**src/rtl/sirq_pkg.sv**
```systemverilog
// constants and types shared by the serialized interrupt slave
package sirq_pkg;

  typedef enum logic [1:0] {
    ST_IDLE  = 2'h0,
    ST_START = 2'h1,
    ST_FRAME = 2'h3,
    ST_STOP  = 2'h2
  } sirq_state_type;

  typedef enum logic [1:0] {
    PH_SAMPLE = 2'h0,
    PH_RECOV  = 2'h1,
    PH_TURN   = 2'h3
  } sirq_phase_type;

  localparam int unsigned NUM_SRC = 5;
  localparam int unsigned FRAME_W = 6;
  localparam int unsigned CNT_W   = 7;

  // frame numbers of the reporting sources
  localparam logic [5:0] FRAME_KBD   = 6'h02;
  localparam logic [5:0] FRAME_SMI   = 6'h03;
  localparam logic [5:0] FRAME_IR    = 6'h04;
  localparam logic [5:0] FRAME_UARTA = 6'h05;
  localparam logic [5:0] FRAME_MOUSE = 6'h0d;
  localparam logic [5:0] FRAME_LAST  = 6'h20;
  localparam logic [5:0] FRAME_ZERO  = 6'h00;
  localparam logic [5:0] FRAME_STEP  = 6'h01;

  // source index i uses bits [i*6 +: 6]: kbd, smi, ir, uart a, mouse
  localparam logic [29:0] SLOT_TABLE = {FRAME_MOUSE, FRAME_UARTA, FRAME_IR, FRAME_SMI, FRAME_KBD};

  // stop frame low widths
  localparam logic [1:0] STOP_QUIET_LEN = 2'h2;
  localparam logic [1:0] STOP_CONT_LEN  = 2'h3;
  localparam logic [1:0] LOW_RUN_ZERO   = 2'h0;
  localparam logic [1:0] LOW_RUN_STEP   = 2'h1;

  // clock counter after the start pulse ends
  localparam logic [6:0] CNT_AFTER_START  = 7'h01;
  localparam logic [6:0] CNT_STEP         = 7'h01;
  localparam logic [6:0] CNT_FIRST_SAMPLE = 7'h02;
  localparam logic [6:0] CNT_PER_FRAME    = 7'h03;

  localparam logic MODE_RESET_QUIET = 1'b0;

endpackage

```
**src/rtl/sirq_slot_if.sv**
```systemverilog
// frame number to request lookup between controller and slot map
`timescale 1ns/100ps
interface sirq_slot_if;
  logic [5:0] frame;
  logic       req;

  modport ctrl (output frame, input req);
  modport map  (input frame, output req);
endinterface

```
**src/rtl/sirq_slave.sv**
```systemverilog
// serialized interrupt slave: reports parallel requests on the shared line
// Contract
// one shared open-drain line: start, frames, stop
// quiet start: pull low one clock, release
// quiet start pulse only with request pending
// host extends start low to 4-8 clocks
// host drives high one clock, releases
// continuous mode: only host starts a cycle
// reset selects continuous mode
// count frames from start pulse rising edge
// each frame: sample, recovery, turnaround clocks
// sample clock: pull low if source active
// recovery after pulling low: drive high
// turnaround clock: line left undriven
// drive on clock edges from frame one
// frame n samples 3n-1 clocks after start
// fixed source frames, nothing else pulled low
// host ends cycle with 2-3 clock stop
// stop width two quiet, three continuous
// any idle clocks before next start
// start seen as low; idle high ignored
`timescale 1ns/100ps
module sirq_slave (
  input  wire logic mclk_i,
  input  wire logic rst_i,
  input  wire logic serirq_i,
  input  wire logic irq_kbd_i,
  input  wire logic irq_smi_i,
  input  wire logic irq_ir_i,
  input  wire logic irq_uarta_i,
  input  wire logic irq_mouse_i,
  output logic      serirq_o,
  output logic      serirq_oe_o,
  output logic      quiet_mode_o
);

  // ************************************************************
  // declarations
  // ************************************************************
  sirq_pkg::sirq_state_type                 state_reg;
  sirq_pkg::sirq_phase_type                 phase_reg;
  sirq_pkg::sirq_phase_type                 phase_next;
  logic [sirq_pkg::FRAME_W-1:0]             frame_reg;
  logic [sirq_pkg::FRAME_W-1:0]             frame_next;
  logic [sirq_pkg::CNT_W-1:0]               cnt_reg;
  logic [1:0]                               low_run_reg;
  logic                                     low_seen_reg;
  logic                                     quiet_reg;
  logic                                     serirq_o_reg;
  logic                                     serirq_oe_reg;
  logic [sirq_pkg::NUM_SRC-1:0]             irq_vec;
  logic                                     pending;
  logic                                     start_self;
  logic                                     start_end;
  logic                                     stop_seen;
  logic                                     frames_done;
  logic                                     stop_end;
  logic                                     go_frame;
  logic                                     drove_low;
  logic                                     drive_low_next;
  logic                                     drive_high_next;

  sirq_slot_if slot ();

  assign irq_vec = {irq_mouse_i, irq_uarta_i, irq_ir_i, irq_smi_i, irq_kbd_i};
  assign pending = |irq_vec;

  sirq_slot_map #(
    .NUM_SRC (sirq_pkg::NUM_SRC)
  ) u_slot_map (
    .irq_i (irq_vec),
    .slot  (slot)
  );

  // ************************************************************
  // cycle events
  // ************************************************************
  assign start_self  = (state_reg == sirq_pkg::ST_IDLE) && quiet_reg && pending && serirq_i;
  assign start_end   = (state_reg == sirq_pkg::ST_START) && low_seen_reg && serirq_i;
  // a low lasting two clocks inside the frames can only be the stop
  assign stop_seen   = (state_reg == sirq_pkg::ST_FRAME) && !serirq_i &&
                       (low_run_reg != sirq_pkg::LOW_RUN_ZERO);
  assign frames_done = (state_reg == sirq_pkg::ST_FRAME) && (phase_reg == sirq_pkg::PH_TURN) &&
                       (frame_reg == sirq_pkg::FRAME_LAST);
  assign stop_end    = (state_reg == sirq_pkg::ST_STOP) && serirq_i &&
                       (low_run_reg >= sirq_pkg::STOP_QUIET_LEN);
  assign go_frame    = start_end ||
                       ((state_reg == sirq_pkg::ST_FRAME) && !stop_seen && !frames_done);

  // ************************************************************
  // cycle state
  // ************************************************************
  always_ff @(posedge mclk_i) begin
    if (rst_i) begin
      state_reg <= sirq_pkg::ST_IDLE;
    end else begin
      case (state_reg)
        sirq_pkg::ST_IDLE: begin
          if (start_self || !serirq_i) begin
            state_reg <= sirq_pkg::ST_START;
          end
        end
        sirq_pkg::ST_START: begin
          if (start_end) begin
            state_reg <= sirq_pkg::ST_FRAME;
          end
        end
        sirq_pkg::ST_FRAME: begin
          if (stop_seen || frames_done) begin
            state_reg <= sirq_pkg::ST_STOP;
          end
        end
        sirq_pkg::ST_STOP: begin
          if (stop_end) begin
            state_reg <= sirq_pkg::ST_IDLE;
          end
        end
        default: begin
          state_reg <= sirq_pkg::ST_IDLE;
        end
      endcase
    end
  end

  // start pulse must have been low before its rising edge counts
  always_ff @(posedge mclk_i) begin
    if (rst_i) begin
      low_seen_reg <= 1'b0;
    end else if (state_reg != sirq_pkg::ST_START) begin
      low_seen_reg <= 1'b0;
    end else if (!serirq_i) begin
      low_seen_reg <= 1'b1;
    end
  end

  // saturating width of the current low run on the line
  always_ff @(posedge mclk_i) begin
    if (rst_i) begin
      low_run_reg <= sirq_pkg::LOW_RUN_ZERO;
    end else if (serirq_i) begin
      low_run_reg <= sirq_pkg::LOW_RUN_ZERO;
    end else if (low_run_reg != sirq_pkg::STOP_CONT_LEN) begin
      low_run_reg <= low_run_reg + sirq_pkg::LOW_RUN_STEP;
    end
  end

  always_ff @(posedge mclk_i) begin
    if (rst_i) begin
      quiet_reg <= sirq_pkg::MODE_RESET_QUIET;
    end else if (stop_end) begin
      quiet_reg <= (low_run_reg == sirq_pkg::STOP_QUIET_LEN);
    end
  end

  // ************************************************************
  // frame sequencing
  // ************************************************************
  always_comb begin
    phase_next = phase_reg;
    frame_next = frame_reg;
    if (start_end) begin
      // clock 0 is the host high clock, clock 1 a turnaround
      phase_next = sirq_pkg::PH_TURN;
      frame_next = sirq_pkg::FRAME_ZERO;
    end else if (state_reg == sirq_pkg::ST_FRAME) begin
      case (phase_reg)
        sirq_pkg::PH_SAMPLE: phase_next = sirq_pkg::PH_RECOV;
        sirq_pkg::PH_RECOV:  phase_next = sirq_pkg::PH_TURN;
        sirq_pkg::PH_TURN: begin
          phase_next = sirq_pkg::PH_SAMPLE;
          frame_next = frame_reg + sirq_pkg::FRAME_STEP;
        end
        default: phase_next = sirq_pkg::PH_SAMPLE;
      endcase
    end
  end

  always_ff @(posedge mclk_i) begin
    if (rst_i) begin
      phase_reg <= sirq_pkg::PH_TURN;
      frame_reg <= sirq_pkg::FRAME_ZERO;
    end else begin
      phase_reg <= phase_next;
      frame_reg <= frame_next;
    end
  end

  always_ff @(posedge mclk_i) begin
    if (rst_i) begin
      cnt_reg <= '0;
    end else if (start_end) begin
      cnt_reg <= sirq_pkg::CNT_AFTER_START;
    end else if (state_reg == sirq_pkg::ST_FRAME) begin
      cnt_reg <= cnt_reg + sirq_pkg::CNT_STEP;
    end
  end

  // ************************************************************
  // line driver
  // ************************************************************
  assign slot.frame      = frame_next;
  assign drove_low       = serirq_oe_reg && !serirq_o_reg;
  assign drive_low_next  = go_frame && (phase_next == sirq_pkg::PH_SAMPLE) && slot.req;
  assign drive_high_next = go_frame && (phase_next == sirq_pkg::PH_RECOV) && drove_low;

  // turnaround and stop leave the enable low; idle raises it only for the quiet start pulse
  always_ff @(posedge mclk_i) begin
    if (rst_i) begin
      serirq_oe_reg <= 1'b0;
      serirq_o_reg  <= 1'b1;
    end else begin
      serirq_oe_reg <= start_self || drive_low_next || drive_high_next;
      serirq_o_reg  <= drive_high_next;
    end
  end

  assign serirq_o     = serirq_o_reg;
  assign serirq_oe_o  = serirq_oe_reg;
  assign quiet_mode_o = quiet_reg;
endmodule // sirq_slave

```
**src/rtl/sirq_slot_map.sv**
```systemverilog
// maps interrupt sources onto their serial frames
`timescale 1ns/100ps
module sirq_slot_map #(
  parameter int unsigned NUM_SRC = sirq_pkg::NUM_SRC
) (
  input  wire logic [NUM_SRC-1:0] irq_i,
  sirq_slot_if.map                slot
);

  logic [NUM_SRC-1:0] hit;

  function automatic logic slot_match(input logic [5:0] frame, input int unsigned idx);
    slot_match = (frame == sirq_pkg::SLOT_TABLE[idx*6 +: 6]);
  endfunction

  // only the mapped frames can ever report a request
  for (genvar i = 0; i < NUM_SRC; i++) begin : g_src
    assign hit[i] = irq_i[i] && slot_match(slot.frame, i);
  end

  assign slot.req = |hit;

endmodule // sirq_slot_map

```
**config.mk**
```make
export PLATFORM = sky130hd
export DESIGN_NAME = sirq_slave
export DESIGN_NICKNAME = d
export VERILOG_FILES = /design/src/rtl/sirq_pkg.sv /design/src/rtl/sirq_slot_if.sv /design/src/rtl/sirq_slave.sv /design/src/rtl/sirq_slot_map.sv
export SDC_FILE = /design/constraint.sdc
export NUM_CORES = 1
export LEC_CHECK = 0
export BUFFER_PORTS_ARGS = -buffer_cell sky130_fd_sc_hd__buf_2
export CAP_MARGIN = 15
export CORE_ASPECT_RATIO = 0.9
export CORE_MARGIN = 2
export CORE_UTILIZATION = 40
export CTS_BUF_LIST = sky130_fd_sc_hd__clkbuf_8 sky130_fd_sc_hd__clkbuf_16
export DETAILED_ROUTE_END_ITERATION = 10
export PLACE_DENSITY = 0.62
export SYNTH_ARGS = -nofsm -noshare
export SYNTH_HDL_FRONTEND = slang
export SYNTH_HIERARCHICAL = 1
export SYNTH_SLANG_ARGS = --single-unit
```
**constraint.sdc**
```tcl
create_clock -name mclk_i -period 7.2 [get_ports mclk_i]
set_clock_uncertainty 0.1 [all_clocks]
set_input_delay 0.72 -clock mclk_i [delete_from_list [all_inputs] [get_ports mclk_i]]
set_output_delay 0.72 -clock mclk_i [all_outputs]
set_load 0.02 [all_outputs]
```
* After elaboration in Yosys (flattened, before gate mapping)
Cells that the tools add are included.
** Operators by class
- Magnitude comparators :: 1
- Reductions and logical operators :: 41
- Multiplexer cells :: 11
- Equal/unequal tests :: 19
- Add/sub/neg operators :: 2
** Operator list (number)
- logical AND 1 bit :: 23
- 2-to-1 mux 6 bit :: 3
- equality test 6 x 2 -> 1 bit, second input constant :: 2
- equality test 6 x 3 -> 1 bit, second input constant :: 2
- 2-to-1 mux 2 bit :: 6
- OR reduction 5 bit :: 2
- equality test 2 bit, second input constant :: 4
- case mux 2 bit (4 select lines) :: 1
- adder 6 x 1 -> 6 bit, second input constant :: 1
- equality test 2 x 1 -> 1 bit, second input constant :: 3
- equality test 6 x 4 -> 1 bit, second input constant :: 1
- equality test 6 bit, second input constant :: 1
- zero test 2 bit :: 3
- != test 2 x 1 -> 1 bit, second input constant :: 3
- != test 2 bit, second input constant :: 3
- logical OR 1 bit :: 5
- zero test 1 bit :: 4
- case mux 2 bit (2 select lines) :: 1
- AND reduction 4 bit :: 1
- OR reduction 2 bit :: 2
- adder 2 x 1 -> 2 bit, second input constant :: 1
- >= comparator 2 bit, second input constant :: 1
- nonzero test 2 bit :: 1
** Storage, ports and cells
- Flip-flop bits (word level) :: 16
- Output and inout bits :: 3
- Logic and storage cells :: 82
- Input bits :: 8

* Logic depth before layout (Yosys ltp)
Gate-level depths: netlist of the first run.
- Depth after elaboration :: 11
- Mapped depth :: 13
- Gate-level depth less buffers :: 11

* Modules after synthesis
The synthesis of the first run kept the hierarchy.
** Modules (own cells, without submodules)
- sirq_slave :: seq. area each 320.3 sq um, cells an instance 99, area each 834.6 sq um, instances 1
- sirq_slot_map :: seq. area each 0.0 sq um, cells an instance 9, area each 68.8 sq um, instances 1

* Worst setup path before layout of the first run
OpenSTA, ideal clock, no wires.
- Path kind :: input -> register
- Start point :: input port serirq_i
- End point :: register serirq_oe_reg, in the netlist serirq_oe_o
- Setup slack :: 4.760 ns
- Setup time :: 0.088 ns
- Arrival :: 2.252 ns
- Path buffers :: 1
- Data required time :: 7.012 ns
- Stages on the path :: 10
- Path through :: and4b_1 -> clkbuf_1 -> nor2_1 -> mux2i_1 -> o32a_1 -> nor4_2 -> inv_1 -> nor2_1 -> a311oi_1 -> o32ai_2
** On the way
- Elaborated cells between the ends (all ways) :: 30
- Classes of those cells :: 6 x eq/ne; 2 x mux; 22 x reduce/logical
** RTL lines
- start, declared :: RTL line sirq_slave.sv:26 : input wire logic serirq_i,
- logical AND 1 bit * :: RTL line sirq_slave.sv:79 : assign start_end = (state_reg == sirq_pkg::ST_START) && low_seen_reg && serirq_i;
- 2-to-1 mux 6 bit * :: RTL line sirq_slave.sv:161 : if (start_end) begin
- named net frame_next, one bit :: RTL line sirq_slave.sv:44 : logic [sirq_pkg::FRAME_W-1:0] frame_next;
- equality test 6 x 2 -> 1 bit, or another cell as far along :: RTL line sirq_slot_map.sv:13 : slot_match = (frame == sirq_pkg::SLOT_TABLE[idx*6 +: 6]);
- logical AND 1 bit :: RTL line sirq_slot_map.sv:18 : assign hit[i] = irq_i[i] && slot_match(slot.frame, i);
- OR reduction 5 bit * :: RTL line sirq_slot_map.sv:21 : assign slot.req = |hit;
- named net slot.req :: RTL line sirq_slot_if.sv:5 : logic req;
- logical AND 1 bit * :: RTL line sirq_slave.sv:203 : assign drive_low_next = go_frame && (phase_next == sirq_pkg::PH_SAMPLE) && slot.req;
- logical OR 1 bit * (2 in series) :: RTL line sirq_slave.sv:212 : serirq_oe_reg <= start_self || drive_low_next || drive_high_next;
- end signal, assigned :: RTL line sirq_slave.sv:212
- end, declared :: RTL line sirq_slave.sv:50 : logic serirq_oe_reg;
Mark *: on every way through the listed nets, which the timed path passes. The rest lies on a longest branch.
A chain may end at the register's enable or synchronous reset.

* Final worst setup path of the first run
- Start point :: register state_reg[1]
- End point :: register serirq_oe_reg, in the netlist serirq_oe_o
** On the way
- Elaborated cells between the ends (all ways) :: 40
- Classes of those cells :: 8 x eq/ne; 4 x mux; 28 x reduce/logical
** RTL lines
- start, declared :: RTL line sirq_slave.sv:40 : sirq_pkg::sirq_state_type state_reg;
- start signal, assigned :: RTL line sirq_slave.sv:95 : state_reg <= sirq_pkg::ST_IDLE;
- start signal, assigned :: RTL line sirq_slave.sv:100 : state_reg <= sirq_pkg::ST_START;
- start signal, assigned :: RTL line sirq_slave.sv:105 : state_reg <= sirq_pkg::ST_FRAME;
- equality test 2 x 1 -> 1 bit :: RTL line sirq_slave.sv:79
- logical AND 1 bit (2 in series) :: RTL line sirq_slave.sv:79
- 2-to-1 mux 6 bit * :: RTL line sirq_slave.sv:161
- named net frame_next, one bit :: RTL line sirq_slave.sv:44
- equality test 6 x 2 -> 1 bit, or another cell as far along :: RTL line sirq_slot_map.sv:13
- logical AND 1 bit :: RTL line sirq_slot_map.sv:18
- OR reduction 5 bit * :: RTL line sirq_slot_map.sv:21
- named net slot.req :: RTL line sirq_slot_if.sv:5
- logical AND 1 bit * :: RTL line sirq_slave.sv:203
- logical OR 1 bit * (2 in series) :: RTL line sirq_slave.sv:212
Marks and branches as above.

==> results of run 1 <==
## where the power goes
part	total [mW]	internal [mW]	switching, mW
sequential	0.0929	0.0903	0.00253
clock	0.0833	0.0487	0.0346
combinational	0.0124	0.00533	0.00706
total	0.189	0.144	0.0442
## cell usage in the layout (no fill, tap or decap)
cell,Yosys,final
nand2b_1,2,2
or2_1,1,1
a31oi_1,1,1
inv_1,9,9
xor2_1,5,5
nor2_1,15,15
nor3_1,5,5
nor3b_1,2,2
a32oi_1,1,1
o21ai_0,2,2
a21o_1,1,1
a21oi_1,5,5
and4b_1,1,1
nor3b_2,1,1
clkbuf_8,0,4
and4_1,1,1
nand4_1,3,3
o21ai_1,3,3
mux2i_1,2,2
buf_2,2,10
or4_1,1,1
a311oi_1,1,1
dfxtp_1,16,16
o32ai_2,1,1
and3_1,1,1
o211ai_1,1,1
o32a_1,1,1
o2111ai_1,1,1
or4b_4,1,1
nor4_2,1,1
nor2b_1,2,2
nand2_1,7,7
ha_1,5,5
o31ai_1,1,1
xnor2_1,1,1
nand3_1,2,2
## per-stage QoR
step	power, mW	utilization, %
floorplan	0.1026	-
global placement	0.1069	44.33
detailed placement	0.1071	44.33
CTS	0.1900	46.88
global route	0.1974	46.88
finish	0.1885	46.88
## worst min-delay path by stage
stage,from,endpoint,depth (start not counted)
after floorplan,low_seen_reg,low_seen_reg,2
after global placement,low_seen_reg,low_seen_reg,2
after detailed placement,low_seen_reg,low_seen_reg,2
after CTS,low_seen_reg,low_seen_reg,2
after global routing,low_seen_reg,low_seen_reg,2
final,low_seen_reg,low_seen_reg,2
## critical path: stages (launching register included)
cell and delay, ps:
dfxtp_1 520, and4_1 420, nand2_1 110, xor2_1 160, nor2_1 260, mux2i_1 120
o32a_1 300, nor4_2 170, inv_1 60, nor2_1 100, a311oi_1 60, o32ai_2 210
## layout make-up
type | instances | area share [%]
inverter | 9 | 3.333
clock buffer | 4 | 5.432
multi-input combinational | 78 | 51.36
timing repair buffer | 10 | 4.938
tap | 27 | 3.333
sequential | 16 | 31.60
## per-layer routing
metal  GRT usage [%]  part of all wire [%]  vias to the layer above
met5               0                     0                        -
met4           7.083                   1.6                        0
met3           8.589                   6.7                        4
met2           23.58                    44                       21
met1           21.18                    48                      360
li1                -                     -                      395
## cell families after synthesis
logic type / Yosys count
fa+ha+maj: 5
compound gates: 19
mux: 2
simple gates: 46
buf+inv: 14
xor+xnor: 6
flops: 16
==> results.md, run 1 <==
* Initial antenna violation count at 0
* WHS at 360.6 ps
* Fin Setup TNS at 0 ps
* VDD IR max at 0.0001275 V
* FF-to-FF path depth at 11
* Worst Path Required at 7280 ps
* Syn Inst Count at 108
* RSZ-0062 raised after global routing: no
* FF-to-FF End: serirq_oe_o
* DRT antenna net count at 0
* FF/Latch Area at 320.3 um2
* Via count at 780
* H-Tree Depth at 1
* Setup crit start: state_reg[1]
* Slack of the worst reg-to-reg path at 4540 ps
* Final instance area at 0.001013 mm2
* Gpl congestion at 0.8328
* CP Launch Type: register
* Reg-to-Reg Start: state_reg[1]
* Hold Buf Count CTS at 0
* Synth-to-Final Area Change at 12.19%
* Fillers at 223
* Slew HR at 75.42%
* Avg WL per Cell at 12.88 um
* Final WS setup at 4538 ps
* Post-CTS Resized at 0
* Fmax at 375.6 MHz
* Layout cells sized above 1 at 15.38%
* DRC violations left at 0
* DRT Pass-1 Iters at 4
* Post-DP HPWL at 1364 um
* Synth area leaders: dfxtp_1 35%, ha_1 6.9%, nor2_1 6.2%, xor2_1 4.8%, inv_1 3.7%
* GRT Util Overall at 16.75%
* First-pass GRT wire length at 3174 um
* Starting density of the core at 41.78%
* Fin. Hold Viols at 0
* Die W at 54.10 um
* Max-slew violation count at 0
* Synth Area in Simple Gates at 28.12%
* Placed cell areas at 958.4 um2
* Area of the multi-input gates at 520.5 um2
* Number of flip-flops in the largest register at 6
* Final #Nets at 131
* Number of cells after detailed placement at 140
* Vias in the first global route at 738
* Worst-case clock buffer depth at 2
* Vias per inst at 5.417
* Total die area at 0.002655 mm2
* Synth area leader: dfxtp_1
* Non-filler instance count after layout at 144
* Final min period at 2662 ps
* Hold Path Class: register to register
* CTS tree: done
* Total gr overflow at 0
* Most common cell in the synthesized netlist: dfxtp_1
* IO buf count at 10
* Worst-Skew Late Latency at 260 ps
* Initial detailed-routing violation count at 15
* Reg clk slew, reported paths at 70 ps
* Pre-CTS setup slack at 4503 ps
* Status: finished, final reports clean
* Number of max-cap violations at 0
* WP data arrival at 2740 ps
* Die Ht at 49.09 um
* Total CTS buffers at 3
* Mean area per synthesized cell at 8.365 um2
* Register area share after synthesis at 35.46%
* Largest net degree at the start of global routing at 12
* Pwr dens at 186.0 mW/mm2
* Most frequent cells after synthesis: 16 x dfxtp_1, 15 x nor2_1, 9 x inv_1
* Synth Flop Type: dfxtp_1
* Row count at 16
* Slew of the pin with the lowest slew margin at 368.4 ps
* Yosys warning count at 6
* Total routed wirelength at 1855 um
* Synthesized area at 903.4 um2
* Static Leak at 0.3995 nW
* Number of flops mapped to enable cells by yosys at 0
* Mux contribution to synthesized area at 2.216%
* CP endpoint kind: register
* Adder-cell share of the synthesized area at 6.925%
* Crit-path max FO at 11
* Root Buffer: clkbuf_8
* Final period util at 36.98%
* Share of flip-flops with an asynchronous set or reset at 0%
* Ant diodes at 0
* Clock Sinks at 16
* Main combinational cell family by area after synthesis: simple AND/OR/NAND/NOR gates
* Post-synthesis register bit count at 16
* Crit path to: serirq_oe_o
* CP Class: register to register
* Final Setup Violations at 0
* I/O pin count at 11
* Post-Syn Nets at 121
* Yosys top cell area share at 35.46%
* Yosys cell types at 37
* Core ar. at 0.002162 mm2
* Post-CTS Setup Inserts at 0
* Synth Area in Compound Gates at 14.54%
* Synth Area in XOR/XNOR at 5.817%
Note: power is estimated with default switching activity, not from simulation.
==> inputs of run 2 (changes only) <==
==> constraint.sdc (replaced) <==
create_clock -name mclk_i -period 2.64 [get_ports mclk_i]
set_clock_uncertainty 0.1 [all_clocks]
set_input_delay 0.264 -clock mclk_i [delete_from_list [all_inputs] [get_ports mclk_i]]
set_output_delay 0.264 -clock mclk_i [all_outputs]
set_load 0.02 [all_outputs]
==> run 2 against run 1 <==
Against the previous run: power grew to 2.7 times the previous value; hold slack worse by 170 ps; largest power group unchanged; critical endpoint unchanged; wire length is 0.54% higher; non-clock buffer count is 2 higher; sequential power grew to 2.7 times the previous value; first-iteration DRC count is 40% lower; via count stayed put; global-route usage is 0.65 points lower.
==> results.md, run 2 (synthesis gave the netlist of run 1 again) <==
* CP endpoint kind: register
* Non-filler instance count after layout at 146 (+1.4%)
* Starting density of the core at 41.78% (unchanged)
* Largest net degree at the start of global routing at 12 (unchanged)
* Worst path bufs/invs at 2 (+1)
* Total CTS buffers at 3 (unchanged)
* Slew HR at 73.31% (-2.1 points)
* Reg-to-Reg Start: phase_reg[1]
* Fin. Hold Viols at 0 (unchanged)
* Core ar. at 0.002162 mm2 (unchanged)
* Ant diodes at 0 (unchanged)
* Vias in the first global route at 727 (-1.5%)
* IO buf count at 10 (unchanged)
* Combinational Power Share at 6.9% (+0.3 points)
* Total power at 505.5 uW (+170%)
* Initial antenna violation count at 0 (unchanged)
* Power share of the clock group at 43.2% (-1.0 points)
* DRC violations left at 0 (unchanged)
* Post-layout util at 47.74% (+0.87 points)
* Worst-Skew Late Latency at 250 ps (about the same)
* Status: finished, final reports clean
* I/O pin count at 11 (unchanged)
* Number of flip-flops in the largest register at 6 (unchanged)
* Worst Path Required at 2700 ps (-4580 ps)
* GRT Util Overall at 16.10% (-0.65 points)
* Crit path largest cell delay at 410 ps (-110 ps)
* Gpl congestion at 0.8163 (-2.0%)
* Fin Setup TNS at 0 ps (unchanged)
* Pwr dens at 489.7 mW/mm2 (+160%)
* Post-CTS Setup Inserts at 0 (unchanged)
* Setup crit start: phase_reg[1]
* Die Ht at 49.09 um (unchanged)
* Final min period at 2396 ps (-266.8 ps)
* CP Launch Type: register
* Worst-path cell chain: and4_1 -> buf_4 -> nand2_1 -> xor2_1 -> nor2_1 -> nor3b_1 -> o32a_1 -> nor4_2 -> inv_1 -> nor2_1 -> a311oi_1 -> o32ai_2
* Via count at 780 (unchanged)
* Number of cells after detailed placement at 142 (+1.4%)
* Vias per inst at 5.342 (-1.4%)
* Post-DP HPWL at 1460 um (+7.0%)
* Root Buffer: clkbuf_8
* VDD IR max at 0.0003496 V (+170%)
* Slew of the pin with the lowest slew margin at 399.9 ps (+31.55 ps)
* Final instance area at 0.001032 mm2 (+1.9%)
* DRT Pass-1 Iters at 4 (unchanged)
* Row count at 16 (unchanged)
* Fmax at 417.4 MHz (+11%)
* CP Class: register to register
* Avg WL per Cell at 12.77 um (-0.84%)
* Worst-case clock buffer depth at 2 (unchanged)
* Sw frac at 22.06% (-1.4 points)
* Slowest stage cell, crit path: dfxtp_1
* DRT antenna net count at 0 (unchanged)
* Number of max-cap violations at 0 (unchanged)
* Most common cell after layout, fill and taps aside: dfxtp_1
* Clock Sinks at 16 (unchanged)
* Crit-path max FO at 7 (-4)
* Max-slew violation count at 0 (unchanged)
* Synth-to-Final Area Change at 14.27%
* Switching power at 111.5 uW (+150%)
* Final #Nets at 133 (+1.5%)
* Total die area at 0.002655 mm2 (unchanged)
* Top cell by count, worst path: nor2_1
* Total routed wirelength at 1865 um (+0.54%)
* RSZ-0062 raised after global routing: no
* Hold Path Class: primary input to register
* WP data arrival at 2450 ps (-290 ps)
* First-pass GRT wire length at 3111 um (-2.0%)
* Share of power burned in registers at 50.0% (+0.7 points)
* H-Tree Depth at 1 (unchanged)
* Total gr overflow at 0 (unchanged)
* Layout cells sized above 1 at 18.49% (+3.1 points)
* Critical path's top delay family: simple AND/OR/NAND/NOR gates
* Static Leak at 0.4100 nW (+2.6%)
* Initial detailed-routing violation count at 9 (-6)
* Reg clk slew, reported paths at 70 ps (about the same)
* Hold Buf Count CTS at 0 (unchanged)
* Die W at 54.10 um (unchanged)
* Cell-internal power at 394.0 uW (+170%)
* Final period util at 90.74% (+54 points)
* Most frequent cells in the layout: 15 x dfxtp_1, 14 x nor2_1, 10 x buf_2
* CTS tree: done
* Placed cell areas at 973.4 um2 (+1.6%)
* Final Setup Violations at 0 (unchanged)
* Hold_sp: serirq_i
==> run 2: changes by cell type in the layout (fill, tap and decap cells not counted) <==
| cell | change |
|---|---|
| nor2_2 | +1 |
| dfxtp_2 | +1 |
| buf_4 | +2 |
| dfxtp_1 | -1 |
| nor2_1 | -1 |
==> run 2: what timing repair did <==
item | 4_1_cts | 5_1_grt
endpoints found under the setup margin | 0 | 1
endpoints found under the hold margin | 0 | 0
resized for setup | 0 | 2
==> run 2: final cells by class <==
class                   count  area [um2]
fillers                   209        1130
multi-input cells          78       523.0
clock buffers               4       55.05
flip-flops and latches     16       321.6
inverters                   9       33.78
well taps                  27       33.78
repair buffers             12       65.06
==> run 2: worst paths after layout <==
path / depth (start not counted) / end / slack, ps
hold reg to reg: 2 / low_seen_reg / 360
hold / removal: 2 / low_run_reg[0] / 190
setup reg to reg: 12 / serirq_oe_o / 240
setup / recovery: 12 / serirq_oe_o / 240
==> run 2: stage by stage <==
stage | hold WS, ps | worst slack, ps
finish | 193.6 | 244.5
global route | 196.5 | 73.41
CTS | 190.7 | 91.47
detailed placement | 358.3 | 115.3
global placement | 354.2 | 220.1
floorplan | 243.3 | 334.0
==> run 2: power by group through the flow <==
stage	combinational [mW]	clock (mW)	sequential [mW]
finish	0.0347	0.218	0.253
detailed placement	0.0349	0	0.258
global placement	0.0341	0	0.258
floorplan	0.0242	0	0.256
global route	0.0396	0.239	0.253
CTS	0.0351	0.226	0.252
==> run 2: routing by layer <==
layer	global-route usage (%)	wire (um)	vias to the layer above	share of wire [%]
met4	5.417	29	0	1.6
li1	-	-	399	-
met5	0	0	-	0
met3	6.135	116	4	6.2
met2	25.00	845	21	45
met1	20.15	874	356	47
==> inputs of run 3 (changes only) <==
--- a/config.mk
+++ b/config.mk
@@ -15,5 +15,4 @@
 export PLACE_DENSITY = 0.62
 export SYNTH_ARGS = -nofsm -noshare
 export SYNTH_HDL_FRONTEND = slang
-export SYNTH_HIERARCHICAL = 1
 export SYNTH_SLANG_ARGS = --single-unit
==> run 3 against run 2 <==
Against the previous run: wire length grew 21%; sequential cell count did not move; register-to-register slack improved by 150 ps; power is 0.19% higher; via count grew 15%; sequential power is essentially flat; cell count rose by 4.8%; global-route usage rose by 0.73 points; die area is 10% higher; combinational power decreased by 7.2%; clock power hardly changed; critical path depth fell by 7; highest routed layer unchanged.
==> results.md, run 3 <==
* Status: finished, final reports clean
* Final Setup Violations at 0 (unchanged)
* Static Leak at 0.3995 nW (-2.6%)
* Root Buffer: clkbuf_8
* Vias per inst at 5.856 (+9.6%)
* Total gr overflow at 0 (unchanged)
* CP endpoint kind: register
* Largest net degree at the start of global routing at 18 (+6)
* Slew HR at 63.60% (-9.7 points)
* Worst-case clock buffer depth at 2 (unchanged)
* IO buf count at 10 (unchanged)
* Avg WL per Cell at 14.73 um (+15%)
* I/O pin count at 11 (unchanged)
* Register area share after synthesis at 31.84% (-3.6 points)
* Yosys warning count at 0 (-6)
* Fmax at 444.6 MHz (+6.5%)
* GRT Util Overall at 16.84% (+0.73 points)
* Fin Setup TNS at 0 ps (unchanged)
* Hold Buf Count CTS at 0 (unchanged)
* Synth Flop Type: dfxtp_1
* Fillers at 242 (+16%)
* Max-slew violation count at 0 (unchanged)
* Number of cells after detailed placement at 149 (+4.9%)
* Row count at 17 (+1)
* Post-CTS Setup Inserts at 0 (unchanged)
* Post-synthesis register bit count at 16 (unchanged)
* Pwr dens at 454.8 mW/mm2 (-7.1%)
* Total routed wirelength at 2253 um (+21%)
* CP Class: register to register
* Starting density of the core at 41.49% (-0.30 points)
* Synth Area in XOR/XNOR at 5.348% (-0.47 points)
* Die W at 56.86 um (+5.1%)
* Mean area per synthesized cell at 8.598 um2 (+2.8%)
* Yosys top cell area share at 31.84% (-3.6 points)
* Clock Sinks at 16 (unchanged)
* Total CTS buffers at 3 (unchanged)
* CP Launch Type: register
* Total die area at 0.002933 mm2 (+10%)
* DRT antenna net count at 0 (unchanged)
* Share of flip-flops with an asynchronous set or reset at 0% (unchanged)
* Initial antenna violation count at 0 (unchanged)
* Post-Syn Nets at 130 (+7.4%)
* Number of flip-flops in the largest register at 6 (unchanged)
* Synth area leaders: dfxtp_1 32%, ha_1 6.2%, nor2_1 4.1%, a21oi_1 3.5%, nand3_1 3.5%
* Worst Path Required at 2700 ps (about the same)
* Non-filler instance count after layout at 153 (+4.8%)
* Adder-cell share of the synthesized area at 6.219% (-0.71 points)
* Slew of the pin with the lowest slew margin at 545.3 ps (+145.4 ps)
* Ant diodes at 0 (unchanged)
* First-pass GRT wire length at 3719 um (+20%)
* H-Tree Depth at 1 (unchanged)
* Yosys cell types at 42 (+14%)
* Synth area leader: dfxtp_1
* Most common cell in the synthesized netlist: dfxtp_1
* Via count at 896 (+15%)
* DRC violations left at 0 (unchanged)
* Number of flops mapped to enable cells by yosys at 0 (unchanged)
* Final period util at 85.19% (-5.5 points)
* Initial detailed-routing violation count at 21 (+12)
* Vias in the first global route at 808 (+11%)
* Worst-Skew Late Latency at 250 ps (about the same)
* Reg clk slew, reported paths at 60 ps (about the same)
* Post-CTS Resized at 0 (unchanged)
* DRT Pass-1 Iters at 4 (unchanged)
* VDD IR max at 0.0002996 V (-14%)
* Final min period at 2249 ps (-146.4 ps)
* Die Ht at 51.58 um (+5.1%)
* Synthesized area at 0.001006 mm2 (+11%)
* Most frequent cells in the layout: 16 x dfxtp_1, 11 x nor2_1, 10 x buf_2
* Number of max-cap violations at 0 (unchanged)
* Mux contribution to synthesized area at 3.607% (+1.4 points)
* Syn Inst Count at 117 (+8.3%)
* Hold Path Class: primary input to register
* Final #Nets at 139 (+4.5%)
* CTS tree: done
* Most frequent cells after synthesis: 16 x dfxtp_1, 11 x nor2_1, 8 x nand2_1
* RSZ-0062 raised after global routing: no
* Fin. Hold Viols at 0 (unchanged)
* Gpl congestion at 0.7959 (-2.5%)
* Synth Area in Compound Gates at 21.27% (+6.7 points)
* Most common cell after layout, fill and taps aside: dfxtp_1
* Post-DP HPWL at 1687 um (+16%)
* Synth-to-Final Area Change at 10.70%
* Main combinational cell family by area after synthesis: simple AND/OR/NAND/NOR gates
* Synth Area in Simple Gates at 26.24% (-1.9 points)
* WP data arrival at 2310 ps (-140 ps)
* Core ar. at 0.002425 mm2 (+12%)
* Crit-path max FO at 17 (+10)
* Layout cells sized above 1 at 16.80% (-1.7 points)
==> run 3: layer usage <==
metal	global-route usage, %	up-vias	wire (um)
met5	0	-	0
met4	6.977	0	32
met3	3.234	4	69
met2	27.13	10	1042
met1	22.29	431	1108
li1	-	451	-
==> run 3: kinds of logic (layout without fill, tap and decap cells) <==
logic type               Yosys count  in the layout
adder cells (fa/ha/maj)            5              5
XOR/XNOR                           4              4
AND/OR/NAND/NOR                   47             47
buffers and inverters             12             20
multiplexers                       3              3
flip-flops                        16             16
AO/OA/AOI/OAI                     30             30
==> run 3: critical path, stage by stage, from the launching register on <==
cell and delay [ps]:
dfxtp_1 660, and4_1 500, o21ai_1 180, a211oi_2 240, o2111ai_1 170, a221oi_2 310
==> run 3: power breakdown <==
group,internal (mW),switching (mW)
Clock,0.132,0.0883
Sequential,0.246,0.00770
Combinational,0.0136,0.0186
Total,0.392,0.115
==> run 3: final timing paths <==
path	to	from	slack (ps)	depth (start not counted)
max	serirq_oe_o	state_reg[1]	390	5
min	low_run_reg[0]	serirq_i	210	2
max reg2reg	serirq_oe_o	state_reg[1]	390	5
min reg2reg	frame_reg[1]	frame_reg[1]	400	2
==> run 3: final cells by class <==
| class | count | area [um2] | area share, % |
|---|---|---|---|
| inverters | 6 | 22.52 | 2.022 |
| multi-input cells | 89 | 630.6 | 56.63 |
| flip-flops and latches | 16 | 320.3 | 28.76 |
| repair buffers | 10 | 50.05 | 4.494 |
| well taps | 28 | 35.03 | 3.146 |
| clock buffers | 4 | 55.05 | 4.944 |
==> run 3: stage by stage <==
step | power, mW | area [um2] | worst slack, ps | hold slack (ps) | utilization [%]
6_report | 0.5065 | 1114 | 390.9 | 206.6 | 45.92
4_1_cts | 0.5117 | 1114 | 427.0 | 206.4 | 45.92
5_1_grt | 0.5247 | 1114 | 218.1 | 219.5 | 45.92
2_1_floorplan | 0.2792 | 1006 | 721.9 | 247.1 | -
3_5_place_dp | 0.2909 | 1059 | 450.3 | 389.9 | 43.65
3_3_place_gp | 0.2899 | 1059 | 513.3 | 385.9 | 43.65
